--- src/logic/vic_consts.svh ---
// Purpose: constants of the vectored interrupt controller
// Assumes: byte addresses relative to the block base
// Notes:   definitions only
`ifndef VIC_CONSTS_SVH
`define VIC_CONSTS_SVH

// register offsets
`define VIC_OFS_SETENA   12'h000
`define VIC_OFS_CLRENA   12'h080
`define VIC_OFS_SETPND   12'h100
`define VIC_OFS_CLRPND   12'h180
`define VIC_OFS_ACTIVE   12'h200
`define VIC_OFS_PRIO0    12'h300
`define VIC_OFS_PRIO7    12'h31C

// reset values
`define VIC_RST_WORD     32'h0000_0000

// vector table
`define VIC_TABLE_BASE   32'h0000_0000
`define VIC_SP_OFS       32'h0000_0000
`define VIC_IRQ_VEC_OFS  6'h10
`define VIC_IRQ_VEC_END  6'h30

// priority field inside each byte
`define VIC_PRIO_LSB     6
`define VIC_PRIO_NONE    3'h4

// fixed source lines
`define VIC_LINE_CAP0    23
`define VIC_LINE_CAP1    24
`define VIC_LINE_CMP     25
`define VIC_LINE_WAKE    28
`define VIC_RSVD_MASK    32'h0C12_0000
`define VIC_WAKE_MASK    32'h1004_303F

`endif

--- src/logic/vic_pkg.sv ---
// Purpose: types of the vectored interrupt controller
// Assumes: one clock domain
// Notes:   constants live in vic_consts.svh
package vic_pkg;

    typedef logic [1:0] vic_prio_t;

    typedef enum logic [0:0] {
        VIC_APB_IDLE = 1'b0,
        VIC_APB_ACC  = 1'b1
    } vic_apb_e;

    // request offered to the core
    typedef struct packed {
        logic        valid;
        logic [5:0]  vec;
        logic [31:0] addr;
    } vic_req_s;

    // answers from the core
    typedef struct packed {
        logic        ack;
        logic        ret;
        logic [5:0]  ret_vec;
    } vic_core_s;

endpackage

--- src/logic/vic_ctrl.sv ---
// Purpose: nested vectored interrupt controller, 32 lines, APB registers
// Assumes: inputs synchronous to clk, core pulses ack and ret for one cycle
// Notes:   four priority levels held in bits [7:6] of each priority byte
//
// Implementation choices: the register offsets and register access over APB.
`timescale 1ns/1ps
`include "vic_consts.svh"

module vic_ctrl
(
    // clock and reset
    input  wire logic                clk,
    input  wire logic                resetn,
    // apb slave
    input  wire logic                psel,
    input  wire logic                penable,
    input  wire logic                pwrite,
    input  wire logic [11:0]         paddr,
    input  wire logic [31:0]         pwdata,
    output logic                     pready,
    output logic                     pslverr,
    output logic [31:0]              prdata,
    // interrupt sources
    input  wire logic [31:0]         periph_irq,
    input  wire logic                powerdown_wake_irq,
    input  wire logic                comparator_irq,
    input  wire logic                amplifier_irq,
    input  wire logic                input_capture0_irq,
    input  wire logic                input_capture1_irq,
    // core side
    input  wire vic_pkg::vic_core_s  core_in,
    output vic_pkg::vic_req_s        core_req,
    output logic [31:0]              sp_fetch_addr,
    output logic                     wake_req
);
    import vic_pkg::*;

    vic_apb_e    apb_r, apb_nxt;
    logic        pready_r, pready_nxt;
    logic        pslverr_r, pslverr_nxt;
    logic [31:0] prdata_r, prdata_nxt;
    logic [31:0] en_r, en_nxt;
    logic [31:0] pend_r, pend_nxt;
    logic [31:0] act_r, act_nxt;
    logic [63:0] prio_r, prio_nxt;
    vic_req_s    req_r, req_nxt;
    logic [4:0]  offer_r, offer_nxt;
    logic [31:0] sp_r, sp_nxt;
    logic        wake_r, wake_nxt;

    logic [31:0] lines;
    logic [7:0]  best;
    logic [2:0]  run_prio;
    logic        wr_go;
    logic        hit;
    logic [31:0] rd_word;
    logic [2:0]  pidx;
    logic [31:0] taken;

    // lowest level wins, ties go to the lowest line number
    function automatic logic [7:0] pick_best(input logic [31:0] cand, input logic [63:0] pr);
        logic [7:0] b;
        b = 8'h00;
        for (int n = 0; n < 32; n++)
        begin
            if (cand[n] && (!b[7] || pr[2*n +: 2] < b[6:5]))
            begin
                b = {1'b1, pr[2*n +: 2], 5'(n)};
            end
        end
        return b;
    endfunction

    // level of the most urgent active handler, none reads as four
    function automatic logic [2:0] running(input logic [31:0] act, input logic [63:0] pr);
        logic [2:0] r;
        r = `VIC_PRIO_NONE;
        for (int n = 0; n < 32; n++)
        begin
            if (act[n] && {1'b0, pr[2*n +: 2]} < r)
            begin
                r = {1'b0, pr[2*n +: 2]};
            end
        end
        return r;
    endfunction

    // source line map
    always_comb
    begin
        lines = periph_irq & ~`VIC_RSVD_MASK;
        lines[`VIC_LINE_WAKE] = powerdown_wake_irq;
        lines[`VIC_LINE_CMP] = comparator_irq | amplifier_irq;
        lines[`VIC_LINE_CAP0] = input_capture0_irq;
        lines[`VIC_LINE_CAP1] = input_capture1_irq;
    end

    // apb read decode
    always_comb
    begin
        hit = 1'b1;
        rd_word = `VIC_RST_WORD;
        pidx = paddr[4:2];
        if (paddr[1:0] != 2'h0)
        begin
            hit = 1'b0;
        end
        else if (paddr == `VIC_OFS_SETENA || paddr == `VIC_OFS_CLRENA)
        begin
            rd_word = en_r;
        end
        else if (paddr == `VIC_OFS_SETPND || paddr == `VIC_OFS_CLRPND)
        begin
            rd_word = pend_r;
        end
        else if (paddr == `VIC_OFS_ACTIVE)
        begin
            rd_word = act_r;
        end
        else if (paddr >= `VIC_OFS_PRIO0 && paddr <= `VIC_OFS_PRIO7)
        begin
            for (int k = 0; k < 4; k++)
            begin
                rd_word[8*k+`VIC_PRIO_LSB +: 2] = prio_r[8*pidx + 2*k +: 2];
            end
        end
        else
        begin
            hit = 1'b0;
        end
    end

    assign wr_go = psel && penable && pready_r && pwrite && hit;

    // apb handshake, answers one cycle after setup
    always_comb
    begin
        apb_nxt = VIC_APB_IDLE;
        pready_nxt = 1'b0;
        pslverr_nxt = 1'b0;
        prdata_nxt = prdata_r;
        if (psel && !penable)
        begin
            apb_nxt = VIC_APB_ACC;
            pready_nxt = 1'b1;
            pslverr_nxt = !hit;
            prdata_nxt = pwrite ? `VIC_RST_WORD : rd_word;
        end
        else if (apb_r == VIC_APB_ACC && psel && !pready_r)
        begin
            apb_nxt = VIC_APB_ACC;
        end
    end

    // arbitration against the running handler
    // a line taken this cycle counts as active, so it is not offered twice
    always_comb
    begin
        taken = '0;
        if (core_in.ack && req_r.valid && en_r[offer_r])
        begin
            taken[offer_r] = 1'b1;
        end
        best = pick_best(pend_r & en_r & ~act_r & ~taken, prio_r);
        run_prio = running(act_r | taken, prio_r);
    end

    // enable, pending, active and priority state
    always_comb
    begin
        en_nxt = en_r;
        pend_nxt = pend_r;
        act_nxt = act_r;
        prio_nxt = prio_r;
        if (wr_go && paddr == `VIC_OFS_SETENA)
        begin
            en_nxt = en_r | pwdata;
        end
        if (wr_go && paddr == `VIC_OFS_CLRENA)
        begin
            en_nxt = en_r & ~pwdata;
        end
        if (wr_go && paddr == `VIC_OFS_CLRPND)
        begin
            pend_nxt = pend_nxt & ~pwdata;
        end
        if (wr_go && paddr >= `VIC_OFS_PRIO0 && paddr <= `VIC_OFS_PRIO7)
        begin
            for (int k = 0; k < 4; k++)
            begin
                prio_nxt[8*pidx + 2*k +: 2] = pwdata[8*k+`VIC_PRIO_LSB +: 2];
            end
        end
        if (core_in.ack && req_r.valid && en_r[offer_r])
        begin
            act_nxt[offer_r] = 1'b1;
            pend_nxt[offer_r] = 1'b0;
        end
        if (core_in.ret && core_in.ret_vec >= `VIC_IRQ_VEC_OFS && core_in.ret_vec < `VIC_IRQ_VEC_END)
        begin
            act_nxt[5'(core_in.ret_vec - `VIC_IRQ_VEC_OFS)] = 1'b0;
        end
        // hardware and software sets win over any clear
        pend_nxt = pend_nxt | lines;
        if (wr_go && paddr == `VIC_OFS_SETPND)
        begin
            pend_nxt = pend_nxt | pwdata;
        end
    end

    // request to the core
    always_comb
    begin
        req_nxt = '0;
        offer_nxt = offer_r;
        if (best[7] && {1'b0, best[6:5]} < run_prio)
        begin
            offer_nxt = best[4:0];
            req_nxt.valid = 1'b1;
            req_nxt.vec = {1'b0, best[4:0]} + `VIC_IRQ_VEC_OFS;
            req_nxt.addr = `VIC_TABLE_BASE + {24'h0, req_nxt.vec, 2'b00};
        end
        sp_nxt = `VIC_TABLE_BASE + `VIC_SP_OFS;
        wake_nxt = |(lines & `VIC_WAKE_MASK) | comparator_irq;
    end

    always_ff @(posedge clk)
    begin
        if (!resetn)
        begin
            apb_r <= VIC_APB_IDLE;
            pready_r <= 1'b0;
            pslverr_r <= 1'b0;
            prdata_r <= `VIC_RST_WORD;
            en_r <= `VIC_RST_WORD;
            pend_r <= `VIC_RST_WORD;
            act_r <= `VIC_RST_WORD;
            prio_r <= '0;
            req_r <= '0;
            offer_r <= 5'h00;
            sp_r <= `VIC_TABLE_BASE + `VIC_SP_OFS;
            wake_r <= 1'b0;
        end
        else
        begin
            apb_r <= apb_nxt;
            pready_r <= pready_nxt;
            pslverr_r <= pslverr_nxt;
            prdata_r <= prdata_nxt;
            en_r <= en_nxt;
            pend_r <= pend_nxt;
            act_r <= act_nxt;
            prio_r <= prio_nxt;
            req_r <= req_nxt;
            offer_r <= offer_nxt;
            sp_r <= sp_nxt;
            wake_r <= wake_nxt;
        end
    end

    assign pready = pready_r;
    assign pslverr = pslverr_r;
    assign prdata = prdata_r;
    assign core_req = req_r;
    assign sp_fetch_addr = sp_r;
    assign wake_req = wake_r;

endmodule

--- config.mk ---
export PLATFORM = sky130hd
export DESIGN_NAME = vic_ctrl
export DESIGN_NICKNAME = d
export VERILOG_FILES = /design/src/logic/vic_pkg.sv /design/src/logic/vic_ctrl.sv
export VERILOG_INCLUDE_DIRS = /design/src /design/src/logic
export SDC_FILE = /design/constraint.sdc
export NUM_CORES = 1
export LEC_CHECK = 0
export BUFFER_PORTS_ARGS = -buffer_cell sky130_fd_sc_hd__buf_2
export CAP_MARGIN = 0
export CELL_PAD_IN_SITES_DETAIL_PLACEMENT = 1
export CELL_PAD_IN_SITES_GLOBAL_PLACEMENT = 1
export CORE_ASPECT_RATIO = 1.75
export CORE_UTILIZATION = 35
export CTS_BUF_LIST = sky130_fd_sc_hd__clkbuf_4 sky130_fd_sc_hd__clkbuf_8
export DETAILED_ROUTE_END_ITERATION = 12
export PLACE_DENSITY_LB_ADDON = 0.1
export SLEW_MARGIN = 30
export SYNTH_ARGS = -nofsm -noshare
export SYNTH_HDL_FRONTEND = slang
export SYNTH_SLANG_ARGS = --single-unit
--- constraint.sdc ---
create_clock -name clk -period 45.8 [get_ports clk]
set_input_delay 2.29 -clock clk [delete_from_list [all_inputs] [get_ports clk]]
set_output_delay 2.29 -clock clk [all_outputs]
set_load 0.01 [all_outputs]
# [After elaboration in Yosys (flattened, before gate mapping)]
# Cells that the tools add are included.
[op_classes] addsub=9 n_lt_le_gt_ge=71 eq_ne=4 n_shift=12 n_mux=105 n_bitwise=19 n_reduce_logical=153
[op_table] operator="32-bit two-way mux" count=12
[op_table] operator="64-bit bitwise mux" count=4
[op_table] operator="8-bit two-way mux" count=32
[op_table] operator="2-bit by 34-bit variable shift with 64-bit output, first input constant" count=4
[op_table] operator="2-bit by 34-bit variable part select with 64-bit output" count=4
[op_table] operator="32-bit bitwise AND" count=7
[op_table] operator="64-bit by 33-bit variable part select with 2-bit output" count=3
[op_table] operator="32-bit inverter" count=5
[op_table] operator="32-bit OR" count=5
[op_table] operator="7-bit negator with 34-bit output" count=3
[op_table] operator="2-bit by 3-bit < comparator with 1-bit output" count=32
[op_table] operator="3-bit two-way mux" count=32
[op_table] operator="1-bit logical AND" count=81
[op_table] operator="64-bit by 7-bit variable part select with 2-bit output" count=1
[op_table] operator="2-bit < comparator" count=31
[op_table] operator="39-bit two-way mux" count=1
[op_table] operator="6-bit negator with 34-bit output" count=1
[op_table] operator="1-bit zero test" count=33
[op_table] operator="1-bit logical OR" count=33
[op_table] operator="12-bit by 9-bit equality test with 1-bit output, second input constant" count=2
[op_table] operator="6-bit two-way mux" count=4
[op_table] operator="2-bit two-way mux" count=8
[op_table] operator="6-bit by 3-bit adder with 7-bit output, second input constant" count=2
[op_table] operator="12-bit by 10-bit equality test with 1-bit output, second input constant" count=1
[op_table] operator="18 further kinds" count=32
[word_totals] ff_bits=233 inputBits=94 wordCells=385

# [Depth between registers and ports, before layout]
[depth] ltp_word=135 depth_mapped=196 ltp_nobuf=193

# [Least setup slack after synthesis]
# Ideal clock, no wire load.
[synth_path] path_type="input to register" from="in core_in[7] (netlist bit)" to="reg offer_r[0]" setup_ps=124 arrival_ps=33144 path_slack_ps=12532 stages=186 cell_sequence="and2_1 -> o41ai_2 -> buf_2 -> nor3_1 -> o21ai_0 -> ha_1 -> a21oi_1 -> o221ai_1 -> o21ai_0 -> inv_1 -> ha_1 -> or2_2 -> a21o_1 -> and3b_1 -> or2_2 -> ha_1 -> nand2_1 -> o21bai_1 -> (+150 left out) -> a21o_1 -> a21oi_1 -> a21oi_1 -> a22oi_1 -> ha_1 -> nand2_1 -> a21oi_1 -> a211oi_1 -> mux2i_1 -> o31ai_1 -> ha_1 -> o22ai_1 -> nand2_1 -> o41ai_1 -> o21ai_1 -> and3_1 -> o31ai_1 -> a21oi_1"
[synth_between] elab_chain_len=132 word_cells_on_any_way=258 classes_between="order compare: 63; mux: 65; bitwise: 3; reduce/logical: 127"
[synth_rtl] element="start: declaration" line="vic_ctrl.sv:31" source="input wire vic_pkg::vic_core_s core_in,"
[synth_rtl] element="1-bit logical AND (*) (2 in series)" line="vic_ctrl.sv:160" source="if (core_in.ack && req_r.valid && en_r[offer_r])"
[synth_rtl] element="32-bit two-way mux (*)" line="vic_ctrl.sv:160"
[synth_rtl] element="parallel branches: the longest is 129 deep, another holds 2-bit by 3-bit < comparator with 1-bit output"
[synth_rtl] element="end signal: assignment" line="vic_ctrl.sv:255" source="offer_r <= offer_nxt;"
[synth_rtl] element="end: declaration" line="vic_ctrl.sv:47" source="logic [4:0] offer_r, offer_nxt;"
# Every way passes the cells marked *.
# A chain may end at the register's enable or synchronous reset.

# [Final worst setup path]
[layout_path] from="in core_in[7] (netlist bit)" to="reg req_r, in the netlist core_req[6]"
[layout_between] elab_chain_len=133 word_cells_on_any_way=260 classes_between="add/sub: 1; order compare: 63; mux: 65; bitwise: 3; reduce/logical: 128"
[layout_rtl] element="1-bit logical AND (*) (2 in series)" line="vic_ctrl.sv:160"
[layout_rtl] element="32-bit two-way mux (*)" line="vic_ctrl.sv:160"
[layout_rtl] element="parallel branches: the longest is 130 deep, another holds 2-bit by 3-bit < comparator with 1-bit output"
[layout_rtl] element="end signal: assignment" line="vic_ctrl.sv:254" source="req_r <= req_nxt;"
[layout_rtl] element="end: declaration" line="vic_ctrl.sv:46" source="vic_req_s req_r, req_nxt;"
# Marks and branches as above.

==> impl_metrics.env <==
export IMPL_slew_hr_pct=33.5
export IMPL_routabilityCongestion=0.975
export IMPL_timing_critical_path_from_type="input port"
export IMPL_path_buf_inv=12
export IMPL_die_height_um=294
export IMPL_ys_seq_area_share_pct=24.3
export IMPL_final_fill_count=6067
export IMPL_drt_first_iter_violations=1125
export IMPL_grt_pass1_wl_um=124000
export IMPL_cpMaxStageDelayCell="o41ai_1"
export IMPL_ys_flop_type="dfxtp_1"
export IMPL_cts_sinks=207
export IMPL_floorplan_initialDensity_pct=35.6
export IMPL_warnings_from_yosys=0
export IMPL_layout_nets=2613
export IMPL_hold_fix_buffer_count_after_cts=0
export IMPL_cts_max_path_buffers=3
export IMPL_finalHoldViolCount=0
export IMPL_grt_max_degree=90
export IMPL_setup_slack_of_the_worst_register_to_register_path_ps=7530
export IMPL_vdd_ir_drop_max_v=0.0000178
export IMPL_detail_route_vias_per_cell=6.15
export IMPL_rsz0062_at_grt="no"
export IMPL_tritoncts="yes"
export IMPL_multi_input_logic_area_um2=11900
export IMPL_portion_of_the_clock_cycle_consumed_by_the_worst_path_in_the_final_layout_pct=84.2
export IMPL_p_total_uw=417
export IMPL_power_static_leakage_nw=7.47
export IMPL_area_growth_synth_to_final_pct=11.5
export IMPL_timing_critical_path_mode_cell="ha_1"
export IMPL_path_delay_family="compound AO/OA/AOI/OAI gates"
export IMPL_hold_path_startpoint="pend_r[15]"
export IMPL_worstPathArrival_ps=39040
export IMPL_synthesis_area_per_instance_um2=7.14
export IMPL_final_seq_area_um2=4140
export IMPL_number_of_vias_in_the_routed_layout=19400
export IMPL_overflow_left_after_global_routing=0
export IMPL_die_area_um2=49600
export IMPL_count_of_boundary_i_o_pins=200
export IMPL_numCtsBuffers=38
export IMPL_drc=0
export IMPL_cap_viol_max_count=0
export IMPL_placement_cell_area_um2=18100
export IMPL_final_max_slew_violation_count=0
export IMPL_status="finished, final reports clean"
export IMPL_fmax_ghz=0.0259
export IMPL_routed_len_inst_um=26.8
export IMPL_worst_reg2reg_path_endpoint="core_req[6]"
export IMPL_synth_enable_flop_cells=0
export IMPL_critical_path_cell_count=187
export IMPL_path_max_fanout=13
export IMPL_post_detailed_routing_wire_length_um=84600
export IMPL_worst_slew_pin_transition_ps=984
export IMPL_netlist_area_um2=17000
export IMPL_cts_repair_timing_setup_buffer_count=0
export IMPL_async_flop_share_pct=0
export IMPL_worst_setup_path_startpoint="core_in[7]"
export IMPL_die_width_um=169
export IMPL_gr_usage_all_layers_pct=33.7
export IMPL_clock_latency_ps=580
export IMPL_regToRegStartpoint="offer_r[2]"
export IMPL_final_design_area_no_fill_um2=19000
export IMPL_postSynthCellCount=2385
export IMPL_hold_path_class="reg2reg"
export IMPL_clock_tree_root_cell="clkbuf_8"
export IMPL_core_area_um2=47900
export IMPL_antenna_violations_before_repair=0
export IMPL_detailedPlacementHpwl_um=67200
export IMPL_htreeDepth=2
export IMPL_finalSetupTns_ps=0
export IMPL_fp_row_count=106
export IMPL_drt_pre_antenna_iters=8
export IMPL_fin_worst_skew_ps=36.7
export IMPL_post_route_cells_drive_above_1_share_pct=13.8
export IMPL_worst_endpoint_required_ps=46270
export IMPL_drt_antenna_violating_nets=0
export IMPL_rr_worst_depth=188
export IMPL_post_synth_num_cell_types=98
export IMPL_p_per_area_nw_per_um2=22.0
export IMPL_report_final_setup_viol=0
export IMPL_period_needed_ps=38570
export IMPL_count_of_instances_resized_after_the_clock_tree_is_built=0
export IMPL_worst_path_largest_cell_delay_ps=660
export IMPL_clkSlewWorstSetupHoldPaths_ps=60
export IMPL_worstSetupPathType="in2reg"
export IMPL_placement_io_buffers=133
export IMPL_dp_cells=3085
export IMPL_cp_endpoint="core_req[6]"
export IMPL_finalNonFillerCells=3155
export IMPL_first_global_vias=19700
export IMPL_worst_setup_path_end_kind="flip-flop"
export IMPL_flops_latches_synth=207
## worst min path at each step
stage	end	slack (ps)	depth (start not counted)
2_1_floorplan	pend_r[14]	450	2
3_3_place_gp	pend_r[15]	470	2
3_5_place_dp	pend_r[15]	480	2
4_1_cts	pend_r[15]	480	2
5_1_grt	prdata[15]	510	2
6_report	pend_r[15]	490	2
## cells in the mapped netlist, types with 7 or more instances
cell / count / share of area (%)
a22oi_1: 28 / 1.2
o31a_1: 10 / 0.51
ha_1: 42 / 3.1
mux4_2: 16 / 2.1
a21oi_1: 251 / 7.4
and3_1: 25 / 0.92
nand2_1: 263 / 5.8
and2_1: 22 / 0.81
o32ai_1: 8 / 0.41
buf_4: 66 / 2.9
nor2b_1: 19 / 0.70
a211oi_1: 28 / 1.2
a31oi_1: 46 / 1.7
nor2_1: 334 / 7.4
o21ai_1: 7 / 0.21
a211o_1: 21 / 1.1
dfxtp_1: 207 / 24
a21boi_0: 7 / 0.31
nand3_1: 85 / 2.5
mux2i_1: 71 / 4.2
nand3b_1: 19 / 0.84
a221oi_1: 7 / 0.36
nand4_1: 17 / 0.62
buf_2: 9 / 0.26
or2_2: 30 / 1.1
o211a_1: 7 / 0.41
o21a_1: 26 / 1.1
a31o_2: 16 / 0.82
a21o_1: 18 / 0.79
o221ai_1: 7 / 0.36
o211ai_1: 24 / 1.1
o31ai_1: 15 / 0.66
a222oi_1: 8 / 0.47
o21bai_1: 13 / 0.57
inv_1: 74 / 1.6
o22ai_1: 12 / 0.44
nand2b_1: 35 / 1.3
nor3_1: 40 / 1.2
a311oi_1: 44 / 2.3
or3_1: 21 / 0.77
o21ai_0: 158 / 4.6
clkbuf_1: 93 / 2.0
## tightest hold or removal path: stages, from the launching register on
cell	delay (ps)
dfxtp_1	320
nand3_1	70
a21oi_1	50
## cell type report
| cell class | count | share of cell area (%) |
|---|---|---|
| diodes | 1 | 0.0132 |
| clock buffers | 57 | 3.80 |
| clock inverters | 12 | 0.758 |
| inverters | 77 | 1.54 |
| multi-input cells | 1982 | 62.8 |
| flip-flops and latches | 207 | 21.8 |
| well taps | 648 | 4.27 |
| repair buffers | 171 | 5.03 |
## metal layers
layer  global-route usage (%)  wire length, µm  vias to the layer above
met5                        0                0                        -
met4                     29.8             8520                        0
met3                     3.40             3330                      255
met2                     61.5            43300                      645
met1                     33.6            29400                     9585
li1                         -                -                     8911
## where the power goes
| group | switching [mW] | internal, mW | leakage [nW] |
|---|---|---|---|
| logic | 0.0196 | 0.00767 | 5.33 |
| registers | 0.00231 | 0.182 | 1.68 |
| clock network | 0.0873 | 0.119 | 0.460 |
## kinds of logic (layout without fill, tap and decap cells)
kind of cell,after synthesis,count (layout),synth area share [%]
flip-flops,207,207,24.3
other,1,59,0.0220
AO/OA/AOI/OAI,832,832,32.3
multiplexers,90,90,6.49
buffers and inverters,253,317,7.23
AND/OR/NAND/NOR,955,955,26.3
adder cells (fa/ha/maj),45,45,3.26
XOR/XNOR,2,2,0.103
## metrics by stage
step	hold slack (ps)	utilization (%)	setup WS [ps]
after floorplan	452	-	12530
after global placement	469	37.8	7990
after detailed placement	476	37.8	6830
after CTS	483	39.6	7320
after global routing	515	39.6	4260
final	487	39.6	7230
## cell usage in the layout (no fill, tap or decap), types with 21 or more instances in the layout
master    Yosys  final
a211o_1      21     21
a211oi_1     28     28
a21oi_1     251    251
a22oi_1      28     28
a311oi_1     44     44
a31oi_1      46     46
and2_1       22     22
and3_1       25     25
buf_2         9    133
buf_4        66     37
clkbuf_8      0     47
conb_1        1     58
dfxtp_1     207    207
ha_1         42     42
inv_1        74     74
mux2i_1      71     71
nand2_1     263    263
nand2b_1     35     35
nand3_1      85     85
nor2_1      334    334
nor3_1       40     38
o211ai_1     24     24
o21a_1       26     26
o21ai_0     158    157
or2_2        30     30
or3_1        21     21
Note: power is estimated with default switching activity, not from simulation.
